===== src/shared/jof_pkg.sv =====
// How it works
// - line strobe copies frame strobe when duplicating
// - status byte appended after last compressed byte
// - spoof codes add start and end of frame
// - spoof codes add start and end of line
// - freeze bit blocks all shadow copies
// - shadows load at input vertical blanking end
// - low source divides master clock by divisor
// - divisor zero behaves as divisor one
// - mid source from half fullness upward
// - high source from three quarter fullness
// - slew follows the active clock source
// - in spoof mode each line carries exactly width bytes, 4096 when width is zero
// - fall back by fullness, frames start low
// - switching only with adaptive bit set
// - spoof mode frames fifo data by geometry
package jof_pkg;
	localparam int          ADDR_W      = 8;
	localparam int          DATA_W      = 32;
	localparam int          IDX_W       = 6;
	localparam int          DIV_W       = 4;
	localparam int          SLEW_W      = 3;
	localparam int          WID_W       = 12;
	localparam int          CODE_BYTES  = 4;
	localparam logic [5:0]  IDX_STATUS  = 6'h02;
	localparam logic [5:0]  IDX_OUTCFG  = 6'h0D;
	localparam logic [5:0]  IDX_CLK_LM  = 6'h0E;
	localparam logic [5:0]  IDX_CLK_H   = 6'h0F;
	localparam logic [5:0]  IDX_WIDTH   = 6'h10;
	localparam logic [5:0]  IDX_STATE   = 6'h1F;
	localparam logic [15:0] RST_OUTCFG  = 16'h0007;
	localparam logic [15:0] RST_CLK_LM  = 16'h0501;
	localparam logic [7:0]  RST_CLK_H   = 8'h03;
	localparam logic [11:0] RST_WIDTH   = 12'h640;
	localparam logic [7:0]  RST_STATUS  = 8'h00;
	localparam logic [15:0] MASK_OUTCFG = 16'h0FFF;
	localparam logic [15:0] MASK_CLK_LM = 16'hEFEF;
	localparam logic [15:0] MASK_CLK_H  = 16'h00EF;
	localparam logic [15:0] MASK_WIDTH  = 16'h0FFF;
	localparam logic [15:0] MASK_STATUS = 16'h00FF;
	localparam int          CFG_SPOOF   = 0;
	localparam int          CFG_ADAPT   = 6;
	localparam int          CFG_DUP     = 8;
	localparam int          CFG_STAT    = 9;
	localparam int          CFG_BT601   = 10;
	localparam int          CFG_FREEZE  = 11;
	localparam int          DIV1_LSB    = 0;
	localparam int          SLEW1_LSB   = 5;
	localparam int          DIV2_LSB    = 8;
	localparam int          SLEW2_LSB   = 13;
	localparam int          DIV3_LSB    = 0;
	localparam int          SLEW3_LSB   = 5;
	localparam logic [3:0]  DIV_MIN     = 4'h1;
	localparam logic [7:0]  PAD_BYTE    = 8'h00;
	localparam logic [31:0] CODE_SOF    = 32'hFF0000AB;
	localparam logic [31:0] CODE_EOF    = 32'hFF0000B6;
	localparam logic [31:0] CODE_SOL    = 32'hFF000080;
	localparam logic [31:0] CODE_EOL    = 32'hFF00009D;
	localparam int          FILL_Q_PCT  = 25;
	localparam int          FILL_H_PCT  = 50;
	localparam int          FILL_3Q_PCT = 75;

	typedef enum logic [1:0] {SRC_LOW, SRC_MID, SRC_HIGH} jof_src_type;
	typedef enum logic [2:0] {ST_IDLE, ST_SOF, ST_SOL, ST_DATA, ST_EOL, ST_GAP, ST_EOF} jof_state_type;
	typedef struct packed {
		logic        spoof;
		logic        adapt;
		logic        dup;
		logic        stat;
		logic        bt601;
		logic [3:0]  div1;
		logic [3:0]  div2;
		logic [3:0]  div3;
		logic [2:0]  slew1;
		logic [2:0]  slew2;
		logic [2:0]  slew3;
		logic [11:0] width;
	} jof_shadow_type;
	typedef struct packed {
		logic [7:0] data;
		logic       fv;
		logic       lv;
		logic       dvalid;
	} jof_pix_type;
endpackage


===== src/logic/jof_top.sv =====
`timescale 1ns/1ps
module jof_fifo #(
	parameter int WIDTH = 9,
	parameter int DEPTH = 32
) (
	input  wire logic                       i_clk,    // master clock
	input  wire logic                       i_arst_n, // async reset
	input  wire logic                       i_wvalid, // write offered
	input  wire logic [WIDTH-1:0]           i_wdata,  // write word
	output logic                            o_wready, // space free
	output logic                            o_rvalid, // word present
	output logic [WIDTH-1:0]                o_rdata,  // head word
	input  wire logic                       i_rready, // head taken
	output logic [$clog2(DEPTH):0]          o_count   // fill level
);
	localparam int AW = $clog2(DEPTH);
	logic [WIDTH-1:0] mem [DEPTH];
	logic [AW-1:0]    wp_r;
	logic [AW-1:0]    rp_r;
	logic [AW:0]      cnt_r;
	logic             push;
	logic             pop;

	generate
		if (DEPTH < 4 || (1 << AW) != DEPTH) begin : g_bad_depth
			$error("fifo depth must be a power of two, at least 4");
		end
	endgenerate

	assign o_wready = cnt_r != (AW+1)'(DEPTH);
	assign o_rvalid = cnt_r != '0;
	assign push     = i_wvalid & o_wready;
	assign pop      = o_rvalid & i_rready;
	assign o_rdata  = mem[rp_r];
	assign o_count  = cnt_r;

	always_ff @(posedge i_clk) begin
		if (push) begin
			mem[wp_r] <= i_wdata;
		end
	end

	always_ff @(posedge i_clk or negedge i_arst_n) begin
		if (!i_arst_n) begin
			wp_r  <= '0;
			rp_r  <= '0;
			cnt_r <= '0;
		end else begin
			wp_r  <= wp_r + AW'(push);
			rp_r  <= rp_r + AW'(pop);
			cnt_r <= cnt_r + (AW+1)'(push) - (AW+1)'(pop);
		end
	end
endmodule

module jof_top #(
	parameter int FIFO_DEPTH = 32
) (
	input  wire logic                  i_clk,         // master clock
	input  wire logic                  i_arst_n,      // async reset
	input  wire logic [7:0]            i_address,     // avalon byte address
	input  wire logic                  i_read,        // avalon read
	input  wire logic                  i_write,       // avalon write
	input  wire logic [31:0]           i_writedata,   // avalon write data
	input  wire logic [3:0]            i_byteenable,  // avalon lanes
	output logic [31:0]                o_readdata,    // avalon read data
	output logic                       o_waitrequest, // avalon stall
	input  wire logic                  i_in_valid,    // stream byte offered
	input  wire logic [7:0]            i_in_data,     // stream byte
	input  wire logic                  i_in_last,     // last byte of stream
	input  wire logic                  i_in_jpeg,     // stream is compressed
	output logic                       o_in_ready,    // stream byte taken
	input  wire logic                  i_vblank_end,  // input blanking end pulse
	output jof_pkg::jof_pix_type       o_pix,         // output byte and strobes
	output logic                       o_line_strobe, // line strobe pin
	output logic                       o_pix_clk,     // pixel_output_clock level
	output logic                       o_pix_tick,    // last cycle of pixel clock period
	output logic [2:0]                 o_slew         // active slew setting
);
	localparam int FW    = $clog2(FIFO_DEPTH) + 1;
	localparam int TH_Q  = FIFO_DEPTH * jof_pkg::FILL_Q_PCT / 100;
	localparam int TH_H  = FIFO_DEPTH * jof_pkg::FILL_H_PCT / 100;
	localparam int TH_3Q = FIFO_DEPTH * jof_pkg::FILL_3Q_PCT / 100;

	generate
		if (FIFO_DEPTH < 4) begin : g_bad
			$error("output buffer too shallow for fullness thresholds");
		end
	endgenerate

	function automatic logic [15:0] merge16(input logic [15:0] old, input logic [31:0] wd,
		input logic [3:0] be, input logic [15:0] mask);
		logic [15:0] m;
		m = {{8{be[1]}}, {8{be[0]}}} & mask;
		return (old & ~m) | (wd[15:0] & m);
	endfunction

	function automatic logic [7:0] code_byte(input logic [31:0] code, input logic [1:0] idx);
		return code[31 - 8 * idx -: 8];
	endfunction

	// register bus
	logic                    ack_r;
	logic [31:0]             rdata_r;
	logic [15:0]             cfg_r;
	logic [15:0]             clklm_r;
	logic [7:0]              clkh_r;
	logic [11:0]             width_r;
	logic [7:0]              status_r;
	wire  [5:0]              idx      = i_address[7:2];
	wire                     addr_ok  = i_address[1:0] == 2'h0;
	wire                     acc      = i_read | i_write;
	wire                     wr_fire  = i_write & ack_r & addr_ok;
	wire                     sel_cfg  = idx == jof_pkg::IDX_OUTCFG;
	wire                     sel_lm   = idx == jof_pkg::IDX_CLK_LM;
	wire                     sel_h    = idx == jof_pkg::IDX_CLK_H;
	wire                     sel_wid  = idx == jof_pkg::IDX_WIDTH;
	wire                     sel_stat = idx == jof_pkg::IDX_STATUS;
	wire                     sel_st   = idx == jof_pkg::IDX_STATE;
	wire  [15:0]             m_cfg    = merge16(cfg_r, i_writedata, i_byteenable, jof_pkg::MASK_OUTCFG);
	wire  [15:0]             m_lm     = merge16(clklm_r, i_writedata, i_byteenable, jof_pkg::MASK_CLK_LM);
	wire  [15:0]             m_h      = merge16({8'h00, clkh_r}, i_writedata, i_byteenable, jof_pkg::MASK_CLK_H);
	wire  [15:0]             m_wid    = merge16({4'h0, width_r}, i_writedata, i_byteenable, jof_pkg::MASK_WIDTH);
	wire  [15:0]             m_stat   = merge16({8'h00, status_r}, i_writedata, i_byteenable,
		jof_pkg::MASK_STATUS);

	// datapath state
	jof_pkg::jof_shadow_type sh_r;
	jof_pkg::jof_shadow_type sh_live;
	jof_pkg::jof_src_type    src_r;
	jof_pkg::jof_src_type    src_adapt;
	jof_pkg::jof_src_type    src_nxt;
	jof_pkg::jof_state_type  st_r;
	jof_pkg::jof_state_type  st_nxt;
	jof_pkg::jof_pix_type    pix_r;
	jof_pkg::jof_pix_type    out_nxt;
	logic [3:0]              cnt_r;
	logic [3:0]              cnt_nxt;
	logic [3:0]              div_cur_r;
	logic [3:0]              div_sel;
	logic [3:0]              div_eff;
	logic [3:0]              div_act;
	logic [2:0]              slew_r;
	logic [2:0]              slew_sel;
	logic                    pclk_r;
	logic [1:0]              bidx_r;
	logic [1:0]              bidx_nxt;
	logic [11:0]             wcnt_r;
	logic [11:0]             wcnt_nxt;
	logic                    done_r;
	logic                    done_nxt;
	logic                    go_r;
	logic                    stat_pend_r;
	logic                    pop;
	logic [12:0]             lvcnt_r;
	logic [8:0]              f_wdata;
	logic [8:0]              f_rdata;
	logic                    f_wready;
	logic                    f_rvalid;
	logic [FW-1:0]           fill;

	assign o_waitrequest = acc & ~ack_r;
	assign o_readdata    = rdata_r;
	wire  [31:0] rd_mux =
		!addr_ok ? 32'h0000_0000 :
		sel_cfg  ? {16'h0000, cfg_r} :
		sel_lm   ? {16'h0000, clklm_r} :
		sel_h    ? {24'h00_0000, clkh_r} :
		sel_wid  ? {20'h0_0000, width_r} :
		sel_stat ? {24'h00_0000, status_r} :
		sel_st   ? 32'({fill, src_r, st_r, pix_r.fv, pix_r.lv}) : 32'h0000_0000;

	always_ff @(posedge i_clk or negedge i_arst_n) begin
		if (!i_arst_n) begin
			ack_r   <= 1'b0;
			rdata_r <= 32'h0000_0000;
		end else begin
			ack_r   <= acc & ~ack_r;
			rdata_r <= (i_read & ~ack_r) ? rd_mux : rdata_r;
		end
	end

	always_ff @(posedge i_clk or negedge i_arst_n) begin
		if (!i_arst_n) begin
			cfg_r    <= jof_pkg::RST_OUTCFG;
			clklm_r  <= jof_pkg::RST_CLK_LM;
			clkh_r   <= jof_pkg::RST_CLK_H;
			width_r  <= jof_pkg::RST_WIDTH;
			status_r <= jof_pkg::RST_STATUS;
		end else begin
			cfg_r    <= (wr_fire && sel_cfg) ? m_cfg : cfg_r;
			clklm_r  <= (wr_fire && sel_lm) ? m_lm : clklm_r;
			clkh_r   <= (wr_fire && sel_h) ? m_h[7:0] : clkh_r;
			width_r  <= (wr_fire && sel_wid) ? m_wid[11:0] : width_r;
			status_r <= (wr_fire && sel_stat) ? m_stat[7:0] : status_r;
		end
	end

	// shadow copies, freeze bit itself stays live
	assign sh_live = '{
		spoof: cfg_r[jof_pkg::CFG_SPOOF], adapt: cfg_r[jof_pkg::CFG_ADAPT], dup: cfg_r[jof_pkg::CFG_DUP],
		stat: cfg_r[jof_pkg::CFG_STAT], bt601: cfg_r[jof_pkg::CFG_BT601],
		div1: clklm_r[jof_pkg::DIV1_LSB +: jof_pkg::DIV_W], div2: clklm_r[jof_pkg::DIV2_LSB +: jof_pkg::DIV_W],
		div3: clkh_r[jof_pkg::DIV3_LSB +: jof_pkg::DIV_W],
		slew1: clklm_r[jof_pkg::SLEW1_LSB +: jof_pkg::SLEW_W], slew2: clklm_r[jof_pkg::SLEW2_LSB +: jof_pkg::SLEW_W],
		slew3: clkh_r[jof_pkg::SLEW3_LSB +: jof_pkg::SLEW_W], width: width_r};
	wire sh_load = i_vblank_end & ~cfg_r[jof_pkg::CFG_FREEZE];

	always_ff @(posedge i_clk or negedge i_arst_n) begin
		if (!i_arst_n) begin
			sh_r <= '{spoof: 1'b1, adapt: 1'b0, dup: 1'b0, stat: 1'b0, bt601: 1'b0,
				div1: 4'h1, div2: 4'h5, div3: 4'h3, slew1: 3'h0, slew2: 3'h0, slew3: 3'h0,
				width: jof_pkg::RST_WIDTH};
		end else begin
			sh_r <= sh_load ? sh_live : sh_r;
		end
	end

	// input side with status byte insertion
	wire stat_trig = i_in_valid & o_in_ready & i_in_last & i_in_jpeg & sh_r.stat;
	assign o_in_ready = f_wready & ~stat_pend_r;
	assign f_wdata    = stat_pend_r ? {1'b1, status_r} : {i_in_last & ~(i_in_jpeg & sh_r.stat), i_in_data};

	always_ff @(posedge i_clk or negedge i_arst_n) begin
		if (!i_arst_n) begin
			stat_pend_r <= 1'b0;
		end else begin
			stat_pend_r <= stat_trig | (stat_pend_r & ~f_wready);
		end
	end

	// clock sources share one divider, swapped only at period end
	wire can_go      = !(st_r == jof_pkg::ST_DATA && !done_r && !f_rvalid);
	wire wrap        = cnt_r == div_cur_r - 4'h1;
	wire adv         = wrap & can_go;
	wire frame_start = adv & (st_r == jof_pkg::ST_IDLE) & go_r & f_rvalid;
	wire codes_on    = sh_r.spoof & sh_r.bt601 & ~i_in_jpeg;

	always_comb begin
		src_adapt = src_r;
		unique case (src_r)
			jof_pkg::SRC_LOW:  if (fill >= FW'(TH_H)) src_adapt = jof_pkg::SRC_MID;
			jof_pkg::SRC_MID: begin
				if (fill >= FW'(TH_3Q)) src_adapt = jof_pkg::SRC_HIGH;
				else if (fill < FW'(TH_Q)) src_adapt = jof_pkg::SRC_LOW;
			end
			jof_pkg::SRC_HIGH: if (fill < FW'(TH_H)) src_adapt = jof_pkg::SRC_MID;
			default: src_adapt = jof_pkg::SRC_LOW;
		endcase
	end

	assign src_nxt  = !adv ? src_r : (frame_start || !sh_r.adapt) ? jof_pkg::SRC_LOW : src_adapt;
	assign div_sel  = (src_nxt == jof_pkg::SRC_HIGH) ? sh_r.div3 :
		(src_nxt == jof_pkg::SRC_MID) ? sh_r.div2 : sh_r.div1;
	assign div_eff  = (div_sel == 4'h0) ? jof_pkg::DIV_MIN : div_sel;
	assign div_act  = adv ? div_eff : div_cur_r;
	assign slew_sel = (src_nxt == jof_pkg::SRC_HIGH) ? sh_r.slew3 :
		(src_nxt == jof_pkg::SRC_MID) ? sh_r.slew2 : sh_r.slew1;
	assign cnt_nxt  = wrap ? (can_go ? 4'h0 : cnt_r) : cnt_r + 4'h1;
	wire  [4:0] half_nxt = ({1'b0, div_act} + 5'h01) >> 1;

	always_ff @(posedge i_clk or negedge i_arst_n) begin
		if (!i_arst_n) begin
			cnt_r     <= 4'h0;
			div_cur_r <= jof_pkg::DIV_MIN;
			src_r     <= jof_pkg::SRC_LOW;
			slew_r    <= 3'h0;
			pclk_r    <= 1'b0;
		end else begin
			cnt_r     <= cnt_nxt;
			div_cur_r <= div_act;
			src_r     <= src_nxt;
			slew_r    <= slew_sel;
			pclk_r    <= {1'b0, cnt_nxt} < half_nxt;
		end
	end

	assign o_pix_clk  = pclk_r;
	assign o_pix_tick = adv;
	assign o_slew     = slew_r;

	// output framing
	wire dn = done_r | (f_rvalid & f_rdata[8]);
	wire line_end = sh_r.spoof && (wcnt_r == sh_r.width - 12'h001);
	wire jof_pkg::jof_state_type line_first = codes_on ? jof_pkg::ST_SOL : jof_pkg::ST_DATA;

	always_comb begin
		st_nxt   = st_r;
		bidx_nxt = bidx_r;
		wcnt_nxt = wcnt_r;
		done_nxt = done_r;
		pop      = 1'b0;
		out_nxt  = '{data: jof_pkg::PAD_BYTE, fv: 1'b1, lv: 1'b0, dvalid: 1'b0};
		unique case (st_r)
			jof_pkg::ST_IDLE: begin
				out_nxt.fv = 1'b0;
				if (go_r && f_rvalid) begin
					done_nxt = 1'b0;
					bidx_nxt = 2'h0;
					wcnt_nxt = 12'h000;
					st_nxt   = codes_on ? jof_pkg::ST_SOF : jof_pkg::ST_DATA;
				end
			end
			jof_pkg::ST_SOF, jof_pkg::ST_SOL, jof_pkg::ST_EOL, jof_pkg::ST_EOF: begin
				out_nxt.dvalid = 1'b1;
				out_nxt.data   = code_byte(st_r == jof_pkg::ST_SOF ? jof_pkg::CODE_SOF :
					st_r == jof_pkg::ST_SOL ? jof_pkg::CODE_SOL :
					st_r == jof_pkg::ST_EOL ? jof_pkg::CODE_EOL : jof_pkg::CODE_EOF, bidx_r);
				bidx_nxt = bidx_r + 2'h1;
				if (bidx_r == 2'(jof_pkg::CODE_BYTES - 1)) begin
					unique case (st_r)
						jof_pkg::ST_SOF: st_nxt = jof_pkg::ST_SOL;
						jof_pkg::ST_SOL: st_nxt = jof_pkg::ST_DATA;
						jof_pkg::ST_EOL: st_nxt = done_r ? jof_pkg::ST_EOF : jof_pkg::ST_GAP;
						default:         st_nxt = jof_pkg::ST_IDLE;
					endcase
				end
			end
			jof_pkg::ST_DATA: begin
				out_nxt.lv     = 1'b1;
				out_nxt.dvalid = 1'b1;
				out_nxt.data   = done_r ? jof_pkg::PAD_BYTE : f_rdata[7:0];
				pop            = !done_r;
				done_nxt       = dn;
				wcnt_nxt       = wcnt_r + 12'h001;
				if (line_end) begin
					wcnt_nxt = 12'h000;
					bidx_nxt = 2'h0;
					st_nxt   = codes_on ? jof_pkg::ST_EOL : dn ? jof_pkg::ST_IDLE : jof_pkg::ST_GAP;
				end else if (!sh_r.spoof && dn) begin
					st_nxt = jof_pkg::ST_IDLE;
				end
			end
			jof_pkg::ST_GAP: begin
				bidx_nxt = 2'h0;
				st_nxt   = line_first;
			end
			default: st_nxt = jof_pkg::ST_IDLE;
		endcase
	end

	always_ff @(posedge i_clk or negedge i_arst_n) begin
		if (!i_arst_n) begin
			st_r    <= jof_pkg::ST_IDLE;
			bidx_r  <= 2'h0;
			wcnt_r  <= 12'h000;
			done_r  <= 1'b0;
			go_r    <= 1'b0;
			pix_r   <= '{data: jof_pkg::PAD_BYTE, fv: 1'b0, lv: 1'b0, dvalid: 1'b0};
			lvcnt_r <= 13'h0000;
		end else begin
			go_r <= i_vblank_end | (go_r & ~frame_start);
			if (adv) begin
				st_r    <= st_nxt;
				bidx_r  <= bidx_nxt;
				wcnt_r  <= wcnt_nxt;
				done_r  <= done_nxt;
				pix_r   <= out_nxt;
				lvcnt_r <= out_nxt.lv ? lvcnt_r + 13'h0001 : 13'h0000;
			end
		end
	end

	assign o_pix         = pix_r;
	assign o_line_strobe = sh_r.dup ? pix_r.fv : pix_r.lv;

	jof_fifo #(.WIDTH(9), .DEPTH(FIFO_DEPTH)) u_fifo (
		.i_clk    (i_clk),
		.i_arst_n (i_arst_n),
		.i_wvalid (stat_pend_r | i_in_valid),
		.i_wdata  (f_wdata),
		.o_wready (f_wready),
		.o_rvalid (f_rvalid),
		.o_rdata  (f_rdata),
		.i_rready (adv & pop),
		.o_count  (fill)
	);

	a_dup_line_frame: assert property (@(posedge i_clk) disable iff (!i_arst_n)
		sh_r.dup |-> o_line_strobe == o_pix.fv) else $error("line strobe differs from frame strobe");
	a_status_byte_append: assert property (@(posedge i_clk) disable iff (!i_arst_n)
		stat_trig |=> stat_pend_r && f_wdata == {1'b1, status_r}) else $error("status byte not queued");
	a_sof_code_first: assert property (@(posedge i_clk) disable iff (!i_arst_n)
		(adv && st_r == jof_pkg::ST_SOF && bidx_r == 2'h3) |=> o_pix.data == jof_pkg::CODE_SOF[7:0])
		else $error("start of frame code wrong");
	a_sol_follows: assert property (@(posedge i_clk) disable iff (!i_arst_n)
		(adv && st_r == jof_pkg::ST_SOL && bidx_r == 2'h0) |=> o_pix.data == jof_pkg::CODE_SOL[31:24] && !o_pix.lv)
		else $error("start of line code wrong");
	a_freeze_holds: assert property (@(posedge i_clk) disable iff (!i_arst_n)
		(i_vblank_end && cfg_r[jof_pkg::CFG_FREEZE]) |=> $stable(sh_r)) else $error("shadow changed while frozen");
	a_shadow_loads: assert property (@(posedge i_clk) disable iff (!i_arst_n)
		sh_load |=> sh_r.width == $past(width_r) && sh_r.div1 == $past(clklm_r[3:0])) else $error("shadow not loaded");
	a_div_nonzero: assert property (@(posedge i_clk) disable iff (!i_arst_n)
		div_cur_r != 4'h0) else $error("zero divisor reached the divider");
	a_mid_threshold: assert property (@(posedge i_clk) disable iff (!i_arst_n)
		(adv && !frame_start && sh_r.adapt && src_r == jof_pkg::SRC_LOW && fill >= FW'(TH_H))
		|=> src_r == jof_pkg::SRC_MID) else $error("no switch to mid source at half fullness");
	a_high_threshold: assert property (@(posedge i_clk) disable iff (!i_arst_n)
		(adv && !frame_start && sh_r.adapt && src_r == jof_pkg::SRC_MID && fill >= FW'(TH_3Q))
		|=> src_r == jof_pkg::SRC_HIGH) else $error("no switch to high source");
	a_width_exact: assert property (@(posedge i_clk) disable iff (!i_arst_n)
		(adv && sh_r.spoof && pix_r.lv && !out_nxt.lv && sh_r.width != 12'h000)
		|-> lvcnt_r == {1'b0, sh_r.width}) else $error("line byte count differs from width");
	a_frame_low_start: assert property (@(posedge i_clk) disable iff (!i_arst_n)
		frame_start |=> src_r == jof_pkg::SRC_LOW) else $error("frame did not start on low source");
	a_adapt_off_low: assert property (@(posedge i_clk) disable iff (!i_arst_n)
		(adv && !sh_r.adapt) |=> src_r == jof_pkg::SRC_LOW) else $error("source moved without adaptive bit");
	a_src_at_boundary: assert property (@(posedge i_clk) disable iff (!i_arst_n)
		!adv |=> $stable(src_r) && $stable(div_cur_r)) else $error("source changed mid period");
endmodule


===== config.mk =====
export PLATFORM = sky130hd
export DESIGN_NAME = jof_top
export DESIGN_NICKNAME = d
export VERILOG_FILES = /design/src/shared/jof_pkg.sv /design/src/logic/jof_top.sv
export SDC_FILE = /design/constraint.sdc
export NUM_CORES = 1
export LEC_CHECK = 0
export ABC_AREA = 0
export BUFFER_PORTS_ARGS = -buffer_cell sky130_fd_sc_hd__buf_2
export CAP_MARGIN = 20
export CORE_ASPECT_RATIO = 0.5
export CORE_MARGIN = 10
export CORE_UTILIZATION = 25
export DETAILED_ROUTE_END_ITERATION = 7
export PLACE_DENSITY = 0.47
export SETUP_SLACK_MARGIN = 0.5
export SYNTH_ARGS = -nofsm -noshare
export SYNTH_HDL_FRONTEND = slang
export SYNTH_SLANG_ARGS = --single-unit

===== constraint.sdc =====
create_clock -name i_clk -period 4.9 [get_ports i_clk]
set_input_delay 0.98 -clock i_clk [delete_from_list [all_inputs] [get_ports i_clk]]
set_output_delay 0.98 -clock i_clk [all_outputs]
set_load 0.01 [all_outputs]

==> reports/results.tsv <==
metric	value	unit
vdd_drop_max	294.1	uV
combPwrFrac	26.9	%
slew_violations	0	
r2r_slack	800	ps
synth_edf_count	288	
layout_min_cycle_time	4103	ps
clk_pin_slew	60	ps
drive_above_1_share	29.37	%
yosys.area.top_type	edfxtp_1	
fin_skew	20.14	ps
totalWireLength	52070	um
vias_per_cell	4.587	
path_buf_inv	2	
grt_max_degree	78	
pre_cts_slack	451.5	ps
die_w	419.1	um
max_cap_viol_count	0	
critPathMaxStageDelay	420	ps
synth_area_per_cell	15.53	um2
antenna_found_initial	2	
cp_cell_sequence	inv_1 -> ha_1 -> and4bb_2 -> a211oi_1 -> nand3_1 -> inv_1 -> mux2_2 -> a311o_2 -> o221a_2 -> mux2_2 -> ha_1 -> xnor2_1 -> ha_1 -> a21o_1 -> a21o_1 -> a21oi_1	
die_area	92000	um2
worstSkewPairLatency	600	ps
p_leak	8.522	nW
final_antenna_net_count	0	
crit_type	flip-flop to flip-flop	
cts_root_buf	clkbuf_16	
grt_pass1_vias	11591	
cpLargestDelayFamily	compound AO/OA/AOI/OAI gates	
track_usage	11.15	%
ys_seq_area_share	64.82	%
hp-class	input pin to asynchronous set/reset pin	
yosys_warnings	0	
first_iter_violations	807	
htreeDepth	2	
status	finished, final reports clean	
cp.required	5400	ps
yosys.cell_types.count	75	
ios	111	
synthArstFlopShare	36.98	%
portBuffers	75	
synth_top_area_share	43.44	%
grt_overflow	0	
arrival	4610	ps
floorplan.initialDensity	25.14	%
netlist_top_cells_count	edfxtp_1, dfrtp_1, mux2_2, mux4_2, nor2_1	
tightest_slew	1062	ps
design_area	23110	um2
pwr-share-seq	43.0	%
p_switching	0.003617	W
maxSlewHeadroom	28.91	%
fin_ws	797.4	ps
synthTopCellsByArea	edfxtp_1, dfrtp_1, mux4_2, mux2_2, dfstp_2	
postCtsHoldBufs	0	
chipHeight	219.5	um
coreArea	79190	um2
synth_area	19910	um2
first_pass_iters	5	
numCtsBuffers	48	
r2r_start	u_fifo.o_count[4]	
p_int	0.007842	W
num-nets-final	1474	
grt_pass1_wl	78190	um
cts_tree	built	
reg2reg_depth	16	
gp_congestion	0.7502	
rsz0062_at_grt	false	
synth_cells	1282	
cts_buffer_depth	3	
crit_path_max_fanout	8	
dpl.hpwl	35460	um
clock_sinks	457	
post-route-util	29.18	%
area_growth	16.10	%
synth_top_flop_cell	edfxtp_1	
swShare	31.57	%
synth_most_common_cell	edfxtp_1	
crit_slowest_cell	dfrtp_1	
synth-seq-cells	457	
pwr_density_cell	495.8	nW/um2
rr_endpoint	o_pix_clk	
num_rows	73	
dpl_cell_area	21600	um2
setup-tns-final	0	ps
startpoint_type	flip-flop	
antenna_cells	0	
fmax	243.7	MHz
hold_violations	0	
pwr-share-clk	30.1	%
routedWlPerCell	21.08	um
fin_crit_sh	83.73	%
end_kind	flip-flop	
path_common_cell	ha_1	
setup_viol	0	
via_count	11330	
drc	0	
==> metal layers <==
layer	GRT usage, %	part of all wire, %	vias to the layer above	routed length (um)
met2	18.78	49	192	25490
met5	0	0	-	0
met1	15.13	46	5945	23960
met4	2.896	2.0	0	1046
li1	-	-	5124	-
met3	1.447	3.0	69	1577
==> layout make-up <==
cell class | count | area (um2)
Clock buffer | 66 | 1321
Inverter | 26 | 97.59
Multi-Input combinational cell | 737 | 6618
Tap cell | 1050 | 1314
Fill cell | 7901 | 56080
Sequential cell | 457 | 12910
Clock inverter | 19 | 148.9
Timing Repair Buffer | 115 | 698.2
==> layout by cell type, fill, tap and decap left out, types with 4 or more instances in the layout <==
cell type	n
a21o_1	8
a21oi_1	38
a221oi_1	17
a22o_1	4
and2_1	5
and3_1	5
buf_2	74
buf_4	38
clkbuf_1	15
clkbuf_16	50
clkinv_1	9
clkinv_2	6
conb_1	16
dfrtp_1	144
dfstp_2	21
edfxtp_1	288
ha_1	28
inv_1	26
mux2_2	105
mux2i_1	11
mux4_2	88
nand2_1	68
nand2b_1	13
nand3_1	22
nand3b_1	8
nand4_1	8
nor2_1	85
nor3_1	17
nor3b_1	4
nor4_1	5
o21ai_0	57
o22ai_1	5
or2_2	5
or4_1	4
xnor2_1	22
xor2_1	20
==> power by group through the flow <==
stage,sequential [W],clock [W],combinational [W]
after floorplan,0.00472,0,0.00227
after global placement,0.00501,0,0.00314
after detailed placement,0.00502,0,0.00313
after CTS,0.00495,0.00356,0.00314
after global routing,0.00499,0.00371,0.00340
final,0.00492,0.00345,0.00309
==> logic make-up (layout without fill, tap and decap cells) <==
kind of cell | after synthesis | after routing | share of synthesized area [%]
AND/OR/NAND/NOR | 273 | 273 | 6.857
flip-flops | 457 | 457 | 64.82
AO/OA/AOI/OAI | 173 | 173 | 5.795
XOR/XNOR | 42 | 42 | 1.848
other | 1 | 16 | 0.01884
adder cells (fa/ha/maj) | 29 | 29 | 1.860
buffers and inverters | 103 | 226 | 2.351
multiplexers | 204 | 204 | 16.45
==> worst register-to-register path: stages, from the launching register on <==
cell      delay [ps]
dfrtp_1          420
inv_1            120
ha_1             220
and4bb_2         330
a211oi_1         250
nand3_1          130
inv_1            120
mux2_2           380
a311o_2          370
o221a_2          290
mux2_2           300
ha_1             230
xnor2_1          170
ha_1             250
a21o_1           150
a21o_1           170
a21oi_1          130
==> stage by stage <==
| step | hold slack [ps] | std cells | total power, W |
|---|---|---|---|
| floorplan | 460.7 | 1297 | 0.006985 |
| global placement | 455.2 | 2383 | 0.008148 |
| detailed placement | 470.0 | 2383 | 0.008148 |
| CTS | 388.0 | 2468 | 0.01164 |
| global route | 417.8 | 2470 | 0.01210 |
| finish | 383.8 | 2470 | 0.01146 |
==> how the worst max path moves through the flow <==
| stage | startpoint | end | slack, ps | cells past startpoint |
|---|---|---|---|---|
| 6_report | u_fifo.o_count[4] | o_pix_clk | 800 | 16 |
| 5_1_grt | u_fifo.o_count[4] | o_pix_clk | 540 | 16 |
| 4_1_cts | u_fifo.o_count[3] | o_pix_clk | 540 | 17 |
| 3_5_place_dp | u_fifo.o_count[5] | o_pix_clk | 450 | 18 |
| 3_3_place_gp | u_fifo.o_count[5] | o_pix_clk | 470 | 18 |
| 2_1_floorplan | div_cur_r[0] | o_pix_clk | 970 | 16 |
==> what timing repair did <==
| item | in CTS | in global routing |
|---|---|---|
| pin swaps | 0 | 1 |
| resized for setup | 2 | 7 |
| setup endpoints to repair | 1 | 1 |
| buffers inserted | 0 | 1 |
(Power assumes the default switching activity.)
